<file path="src/rtl/basic_up_down_timer_pkg.sv">
package basic_up_down_timer_pkg;

  localparam int DEFAULT_COUNT_WIDTH = 32;
  localparam int BUS_ADDR_WIDTH      = 5;
  localparam int BUS_DATA_WIDTH      = 32;
  localparam int BUS_SEL_WIDTH       = 4;
  localparam int PRESCALE_WIDTH      = 16;

  localparam logic [BUS_ADDR_WIDTH-1:0] OFS_COUNT   = 5'h00;
  localparam logic [BUS_ADDR_WIDTH-1:0] OFS_RESTART = 5'h04;
  localparam logic [BUS_ADDR_WIDTH-1:0] OFS_STATUS  = 5'h08;
  localparam logic [BUS_ADDR_WIDTH-1:0] OFS_IRQ_EN  = 5'h0C;
  localparam logic [BUS_ADDR_WIDTH-1:0] OFS_CONTROL = 5'h10;

  // Bit 0 of the status and interrupt-enable words.
  localparam int EVENT_BIT = 0;

  localparam logic [31:0] RESET_COUNT   = 32'h0000_0000;
  localparam logic [31:0] RESET_RESTART = 32'h0000_0000;
  localparam logic        RESET_EVENT   = 1'b0;
  localparam logic        RESET_IRQ_EN  = 1'b0;

  // Control word layout, most significant field first.
  typedef struct packed {
    logic [PRESCALE_WIDTH-1:0] prescale;
    logic [7:0]                rsvdHigh;
    logic                      halt;
    logic                      reload;
    logic                      start;
    logic                      softReset;
    logic                      autoRestart;
    logic                      countUp;
    logic                      rsvdLow;
    logic                      enable;
  } control_s;

  localparam control_s RESET_CONTROL = 32'h0000_0000;

  // Classic Wishbone request from the master.
  typedef struct packed {
    logic                      cyc;
    logic                      stb;
    logic                      we;
    logic [BUS_ADDR_WIDTH-1:0] adr;
    logic [BUS_SEL_WIDTH-1:0]  sel;
    logic [BUS_DATA_WIDTH-1:0] dat;
  } wb_req_s;

endpackage

</file>
<file path="src/rtl/basic_up_down_timer.sv">
`timescale 1ns/1ps
// Summary of operation
// - Count register holds live counter, upper bits zero.
// - Low-byte count reads return live count and take a snapshot; other byte reads return it.
// - Preload value reloads counter on automatic restart.
// - Preload width equals counter; upper bits zero.
// - Status bit 0 sets at limit, writing 1 clears.
// - Restart mode pulses event; otherwise level held.
// - Enable bit 0 gates event onto interrupt.
// - Prescaler pulses count enable every setting+1 clocks.
// - Prescaler makes enables, never a derived clock.
// - Halt stops counter and resets divider.
// - Clearing halt resumes from held value.
// - Reload bit reloads counter while running.
// - Reload ignored once start reads zero.
// - Start resets divider, counts, clears interrupts.
// - Auto restart reloads; otherwise enters done state.
// - Direction bit; saturate at all ones or zero.
// - Block reset is main reset OR soft reset.
module basic_up_down_timer #(
  parameter int COUNT_WIDTH = basic_up_down_timer_pkg::DEFAULT_COUNT_WIDTH
) (
  input  logic                            ref_clk,
  input  logic                            reset,
  input  basic_up_down_timer_pkg::wb_req_s wbReq,
  output logic                            wbAck,
  output logic [31:0]                     wbDatO,
  output logic                            timerIrq
);
  import basic_up_down_timer_pkg::*;

  if (COUNT_WIDTH != 16 && COUNT_WIDTH != 32) begin : g_bad_width
    $error("COUNT_WIDTH must be 16 or 32");
  end

  logic                      softRst;
  logic                      blockReset;
  control_s                  ctrl;
  control_s                  ctrlWord;
  control_s                  next_ctrl;
  logic [COUNT_WIDTH-1:0]    count;
  logic [COUNT_WIDTH-1:0]    countHold;
  logic [COUNT_WIDTH-1:0]    restartValue;
  logic [COUNT_WIDTH-1:0]    next_count;
  logic [PRESCALE_WIDTH-1:0] prescaleCount;
  logic [PRESCALE_WIDTH-1:0] next_prescale;
  logic                      eventFlag;
  logic                      next_event;
  logic                      irqEnable;
  logic                      next_start;

  // The soft reset flop is a register, so the combined reset is glitch free.
  assign blockReset = reset | softRst;

  // Bus decode.
  wire        busReq    = wbReq.cyc & wbReq.stb;
  wire        dataPhase = busReq & ~wbAck;
  wire        writeNow  = busReq & wbReq.we & wbAck;
  wire        selCount  = (wbReq.adr == OFS_COUNT);
  wire        selRest   = (wbReq.adr == OFS_RESTART);
  wire        selStat   = (wbReq.adr == OFS_STATUS);
  wire        selIrqEn  = (wbReq.adr == OFS_IRQ_EN);
  wire        selCtrl   = (wbReq.adr == OFS_CONTROL);
  wire        wrCount   = writeNow & selCount;
  wire        wrRest    = writeNow & selRest;
  wire        wrStat    = writeNow & selStat;
  wire        wrIrqEn   = writeNow & selIrqEn;
  wire        wrCtrl    = writeNow & selCtrl;
  wire [31:0] byteMask  = {{8{wbReq.sel[3]}}, {8{wbReq.sel[2]}},
                           {8{wbReq.sel[1]}}, {8{wbReq.sel[0]}}};

  // Bits above the counter width are dropped here, so writes there vanish.
  wire [31:0] countWord = (32'(count) & ~byteMask) | (wbReq.dat & byteMask);
  wire [31:0] restWord  = (32'(restartValue) & ~byteMask) |
                          (wbReq.dat & byteMask);
  assign ctrlWord = (ctrl & ~byteMask) | (wbReq.dat & byteMask);

  wire clearEvent = wrStat & wbReq.sel[0] & wbReq.dat[EVENT_BIT];
  wire newIrqEn   = wbReq.sel[0] ? wbReq.dat[EVENT_BIT] : irqEnable;

  // Counting.
  wire running   = ctrl.enable & ctrl.start & ~ctrl.halt;
  wire tick      = running & (prescaleCount == ctrl.prescale);
  wire atLimit   = ctrl.countUp ? (count == '1) : (count == '0);
  wire limitHit  = tick & atLimit;
  wire startRise = wrCtrl & ctrlWord.start & ~ctrl.start;
  wire reloadReq = wrCtrl & ctrlWord.reload & ctrl.start;
  wire [COUNT_WIDTH-1:0] stepped = ctrl.countUp ?
                                   count + COUNT_WIDTH'(1) :
                                   count - COUNT_WIDTH'(1);

  // Firmware writes win over counting; halted state keeps the value.
  assign next_count = wrCount   ? countWord[COUNT_WIDTH-1:0] :
                      reloadReq ? restartValue :
                      limitHit  ? (ctrl.autoRestart ? restartValue
                                                    : count) :
                      tick      ? stepped : count;

  // Divider is cleared while stopped, on start and after each enable.
  assign next_prescale = (~running | startRise | tick) ?
                         '0 : prescaleCount + PRESCALE_WIDTH'(1);

  assign next_start = startRise ? 1'b1 :
                      (limitHit & ~ctrl.autoRestart) ? 1'b0 :
                      wrCtrl ? ctrlWord.start : ctrl.start;

  // Set wins over a clear in the same cycle; restart mode self clears.
  assign next_event = startRise ? 1'b0 :
                      limitHit ? 1'b1 :
                      (ctrl.autoRestart | clearEvent) ? 1'b0 :
                      eventFlag;

  always_comb begin
    next_ctrl           = wrCtrl ? ctrlWord : ctrl;
    next_ctrl.rsvdHigh  = '0;
    next_ctrl.rsvdLow   = 1'b0;
    next_ctrl.reload    = 1'b0;
    next_ctrl.softReset = 1'b0;
    next_ctrl.start     = next_start;
  end

  // A read of the low byte takes the snapshot; other bytes read it back.
  wire [31:0] countRead = wbReq.sel[0] ? 32'(count) : 32'(countHold);
  wire [31:0] readWord  =
    selCount ? countRead :
    selRest  ? 32'(restartValue) :
    selStat  ? 32'(eventFlag) :
    selIrqEn ? 32'(irqEnable) :
    selCtrl  ? 32'(ctrl) : 32'h0000_0000;
  wire takeHold = dataPhase & ~wbReq.we & selCount & wbReq.sel[0];

  always_ff @(posedge ref_clk or posedge reset) begin
    if (reset) begin
      softRst <= 1'b0;
      wbAck   <= 1'b0;
      wbDatO  <= 32'h0000_0000;
    end else begin
      softRst <= wrCtrl & ctrlWord.softReset;
      wbAck   <= dataPhase;
      wbDatO  <= (dataPhase & ~wbReq.we) ? readWord : 32'h0000_0000;
    end
  end

  always_ff @(posedge ref_clk or posedge blockReset) begin
    if (blockReset) begin
      ctrl          <= RESET_CONTROL;
      count         <= RESET_COUNT[COUNT_WIDTH-1:0];
      countHold     <= RESET_COUNT[COUNT_WIDTH-1:0];
      restartValue  <= RESET_RESTART[COUNT_WIDTH-1:0];
      prescaleCount <= '0;
      eventFlag     <= RESET_EVENT;
      irqEnable     <= RESET_IRQ_EN;
      timerIrq      <= 1'b0;
    end else begin
      ctrl          <= next_ctrl;
      count         <= next_count;
      countHold     <= takeHold ? count : countHold;
      restartValue  <= wrRest ? restWord[COUNT_WIDTH-1:0]
                              : restartValue;
      prescaleCount <= next_prescale;
      eventFlag     <= next_event;
      irqEnable     <= wrIrqEn ? newIrqEn : irqEnable;
      timerIrq      <= eventFlag & irqEnable;
    end
  end

endmodule // basic_up_down_timer

</file>
<file path="config.mk">
export PLATFORM = sky130hd
export DESIGN_NAME = basic_up_down_timer
export DESIGN_NICKNAME = d
export VERILOG_FILES = /design/src/rtl/basic_up_down_timer_pkg.sv /design/src/rtl/basic_up_down_timer.sv
export SDC_FILE = /design/constraint.sdc
export NUM_CORES = 1
export LEC_CHECK = 0
export BUFFER_PORTS_ARGS = -buffer_cell sky130_fd_sc_hd__buf_4
export CAP_MARGIN = 20
export CORE_MARGIN = 10
export CORE_UTILIZATION = 40
export CTS_CLUSTER_DIAMETER = 120
export DETAILED_ROUTE_END_ITERATION = 10
export GPL_TIMING_DRIVEN = 0
export PLACE_DENSITY = 0.64
export SYNTH_ARGS = -nofsm -noshare
export SYNTH_HDL_FRONTEND = slang
export SYNTH_SLANG_ARGS = --single-unit
</file>
<file path="constraint.sdc">
create_clock -name ref_clk -period 13.8 [get_ports ref_clk]
set_clock_uncertainty 0.15 [all_clocks]
set_input_delay 2.07 -clock ref_clk [delete_from_list [all_inputs] [get_ports ref_clk]]
set_output_delay 2.07 -clock ref_clk [all_outputs]
set_load 0.02 [all_outputs]
</file>
== Word level (Yosys, flattened, before mapping) ==
Index checks and enable logic that the tools add are counted.

* Register bits: 170
* Input bits: 46
* Output and inout port bits: 34
* Word-level logic and storage cells: 97

* Add/subtract/negate cells: 3
* Equality and inequality tests: 7
* Muxes and demuxes: 21
* Bitwise gates (word level): 43
* Reduce and logical (&&, ||, !) cells: 7

{| class="wikitable"
|+ Operators with widths
! operator !! number
|-
| two-way mux 32 bit || 13
|-
| AND 32 bit || 4
|-
| bitwise OR 32 bit || 3
|-
| adder 32 x 1 -> 32 bit (second input constant) || 1
|-
| == test 32 bit (second input constant) || 1
|-
| zero test 32 bit || 1
|-
| NOT 32 bit || 1
|-
| subtractor 32 x 1 -> 32 bit (second input constant) || 1
|-
| AND 1 bit || 25
|-
| adder 16 x 1 -> 16 bit (second input constant) || 1
|-
| == test 16 bit || 1
|-
| two-way mux 16 bit || 1
|-
| == test 5 x 4 -> 1 bit (second input constant) || 2
|-
| two-way mux 1 bit || 7
|-
| NOT 1 bit || 6
|-
| nonzero test 3 bit || 2
|-
| == test 5 x 3 -> 1 bit (second input constant) || 1
|-
| == test 5 bit (second input constant) || 1
|-
| zero test 5 bit || 1
|-
| != test 4 x 3 -> 1 bit (second input constant) || 1
|-
| bitwise OR 1 bit || 4
|-
| AND reduction 2 bit || 2
|-
| nonzero test 4 bit || 1
|}

== Longest topological paths before layout ==
* Depth in word-level cells: 10
* Gate-level depth with buffers: 14
* Gate-level depth less buffers: 11

== Worst setup path before layout ==
OpenSTA, ideal clock, no wires.

* Path type: input -> register
* Start: input wbReq[38] (netlist bit)
* End: register with a tool-made name
* Setup time: 124 ps
* Arrival: 3,961 ps
* Required time: 13,526 ps
* Path slack: 9,565 ps
* Stages on the path: 12
* Buffers on the path: 3
* Cells stage by stage: buf_2 > nor4_4 > and3_1 > and2_1 > buf_2 > and3_1 > buf_2 > a21oi_1 > mux2_2 > a21oi_1 > nor2_1 > a2bb2oi_1

{| class="wikitable"
|+ RTL lines
! item !! line !! text
|-
| from (decl) || basic_up_down_timer.sv:25 || <nowiki>input basic_up_down_timer_pkg::wb_req_s wbReq,</nowiki>
|}

==> reports/metrics.cfg <==
[outcome]
outcome=finished, final reports clean

[clock_tree]
post-cts-setup-buffer-count=0
htree_levels=4
clk_latency_ns=0.43
ctsRootBufferMaster=clkbuf_16
tritoncts=yes
cts_buffer_depth=2
clkSinkCount=170
numCtsBuffers=17
path_clk_slew_ns=0.07
hold_buffers=0
cts.repair.resized=0

[cells_and_area]
diodes=0
instances_no_fill=1417
syn2layout_area_growth_pct=17.1
final_cell_mix=170 x dfrtp_1, 111 x nand2_1, 90 x mux2_2, 76 x buf_4, 74 x o21ai_0
final_area_um2=11400
multi_input_area_um2=5140
fill_cells=2262
fin_nets=1163
seq_area_um2=4250
drive_gt1_share_pct=20.9
layout_commonest_cell=dfrtp_1

[synthesis]
ys_seq_area_share_pct=43.9
synth_cell_types=61
syn_nets=1063
syn_inst=985
async_flop_share_pct=100
avgSynthCellArea_um2=9.85
synth-main-ff-cell=dfrtp_1
synth-edff-count=0
ys_ff_latch=170
yosysWarnings=0
syn-cell-area_um2=9700

[critical_path]
startpoint_type=input pin
crit_buf_inv=5
cpMostUsedCell=buf_2
crit_required_ns=13.95
critical_path.slowest_cell=nor4_4
crit_arrival_ns=4.52
cp_max_fo=10
critPathKind=in -> reg
ff2ff_setup_slack_ns=9.56
crit_path_start=wbReq[39]
path_delay_family=buffers and inverters
cp-end-kind=register
worst-path-stages=13
cp_cell_sequence=buf_2, nor4_4, and3_1, and2_1, buf_2, and3_1, buf_2, a21o_1, buf_2, buf_2, nor2_1, a21oi_1, o211ai_1
reg2reg_depth=11
max_stage_delay_ns=0.35

[placement]
gp_congestion=0.936
placed_cell_area_um2=10800
portBuffers=75
dp_cells=1385
dpl.hpwl_um=22400

[pwr]
p_leak_nw=5.24
clkPwrFrac_pct=40.5
power_density_nw_per_um2=99.8
peakVddDrop_uv=62.9
combPwrFrac_pct=11.8
intPower_mw=0.809
switching_share_pct=28.7
p_sw_mw=0.325
power_frac_seq_pct=47.7

[detailed_routing]
drt-pass1-iter-count=5
vias=8054
via_per_inst=5.68
drt_iter0_drc=788
wl_per_cell_um=20.6
wl_um=29200
antenna_left=0
drcViolationCount=0

[floorplanning]
core-area_um2=23700
fp-row-count=56
ios=80
die_y_um=176
die_area_um2=30900
fp.dieW_um=176
start_util_pct=41.0

[global_route]
grt_pass1_vias=8031
grt_max_degree=35
grt_first_pass_wirelength_um=46500
grt_usage_pct=19.0
grt_overflow_total=0
antenna_found_initial=0

[run]
maxCapViolations=0

[timing]
max_slew_margin_pct=40.1
setup_viol=0
rsz0062_at_grt=no
max_freq_ghz=0.229
finalMaxSlewViolations=0
whs_ns=0.140
tightest_slew_ns=0.899
hold_viol_final=0
fin_setup_tns_ns=0
min_period_over_period_pct=31.7
period_needed_ns=4.38

[hold_path]
min_path_type=reg -> async

==> worst min path at each step <==
stage	end	slack (ns)
floorplan	countHold[14]$_DFFE_PP0P_	0.30
global placement	countHold[14]$_DFFE_PP0P_	0.31
detailed placement	async pin	0.14
CTS	async pin	0.15
global route	async pin	0.17
finish	async pin	0.14
==> stage by stage <==
step                      utilization (%)  total power, mW  worst slack [ns]
after floorplan                         -            0.627              3.53
after global placement               45.0            0.676            -0.401
after detailed placement             45.6            0.682              9.02
after CTS                            48.0             1.14              9.45
after global routing                 48.0             1.18              9.20
final                                48.0             1.13              9.42
==> logic make-up after synthesis <==
logic type	share of synthesized area, %
and+or+nand+nor	14.3
AOI/OAI and AO/OA	16.5
DFF	43.9
muxes	12.7
buffers and inverters	3.26
xor gates and xnor gates	5.15
adders and majority gates	4.20
==> layer usage <==
metal | vias up | track usage, % | wire length [µm]
li1 | 3804 | - | -
met1 | 3977 | 25.9 | 13300
met2 | 243 | 31.1 | 13800
met3 | 30 | 2.94 | 1630
met4 | 0 | 4.17 | 371
met5 | - | 0 | 0
==> area by class of cell <==
class	instances	share of cell area, %
clock inverters	13	0.958
plain buffers	54	1.99
repair buffers	81	6.15
multi-input cells	737	45.2
flip-flops and latches	170	37.5
inverters	24	0.793
clock buffers	19	3.90
well taps	319	3.51
==> power groups by stage <==
stage / logic, mW / clock network (mW) / registers, mW
final: 0.134 / 0.459 / 0.541
after global routing: 0.151 / 0.484 / 0.542
after CTS: 0.134 / 0.462 / 0.539
after detailed placement: 0.133 / 0 / 0.549
after global placement: 0.128 / 0 / 0.548
after floorplan: 0.0892 / 0 / 0.537
==> synth_stat cells, types with 4 or more instances <==
cell / count / area, µm²
buf_1: 5 / 18.8
or3_1: 5 / 31.3
a21o_1: 10 / 75.1
and3_1: 10 / 62.6
a22oi_1: 23 / 173
a31oi_1: 10 / 62.6
buf_2: 10 / 50.1
nand3_1: 13 / 65.1
a221oi_1: 20 / 175
mux2_2: 90 / 1010
nand2b_1: 7 / 43.8
mux2i_1: 22 / 220
o211ai_1: 6 / 45.0
xnor2_1: 30 / 263
nor4_1: 10 / 62.6
clkbuf_1: 37 / 139
inv_1: 24 / 90.1
nor2_1: 69 / 259
dfrtp_1: 170 / 4250
a211oi_1: 8 / 60.1
o21ai_0: 74 / 370
ha_1: 31 / 388
nand4_1: 26 / 163
o22ai_1: 10 / 62.6
o221ai_1: 4 / 35.0
and2_1: 4 / 25.0
a21oi_1: 60 / 300
nand2_1: 111 / 417
nor3_1: 8 / 40.0
xor2_1: 27 / 236
No activity file was read; power rests on OpenSTA's default activity.
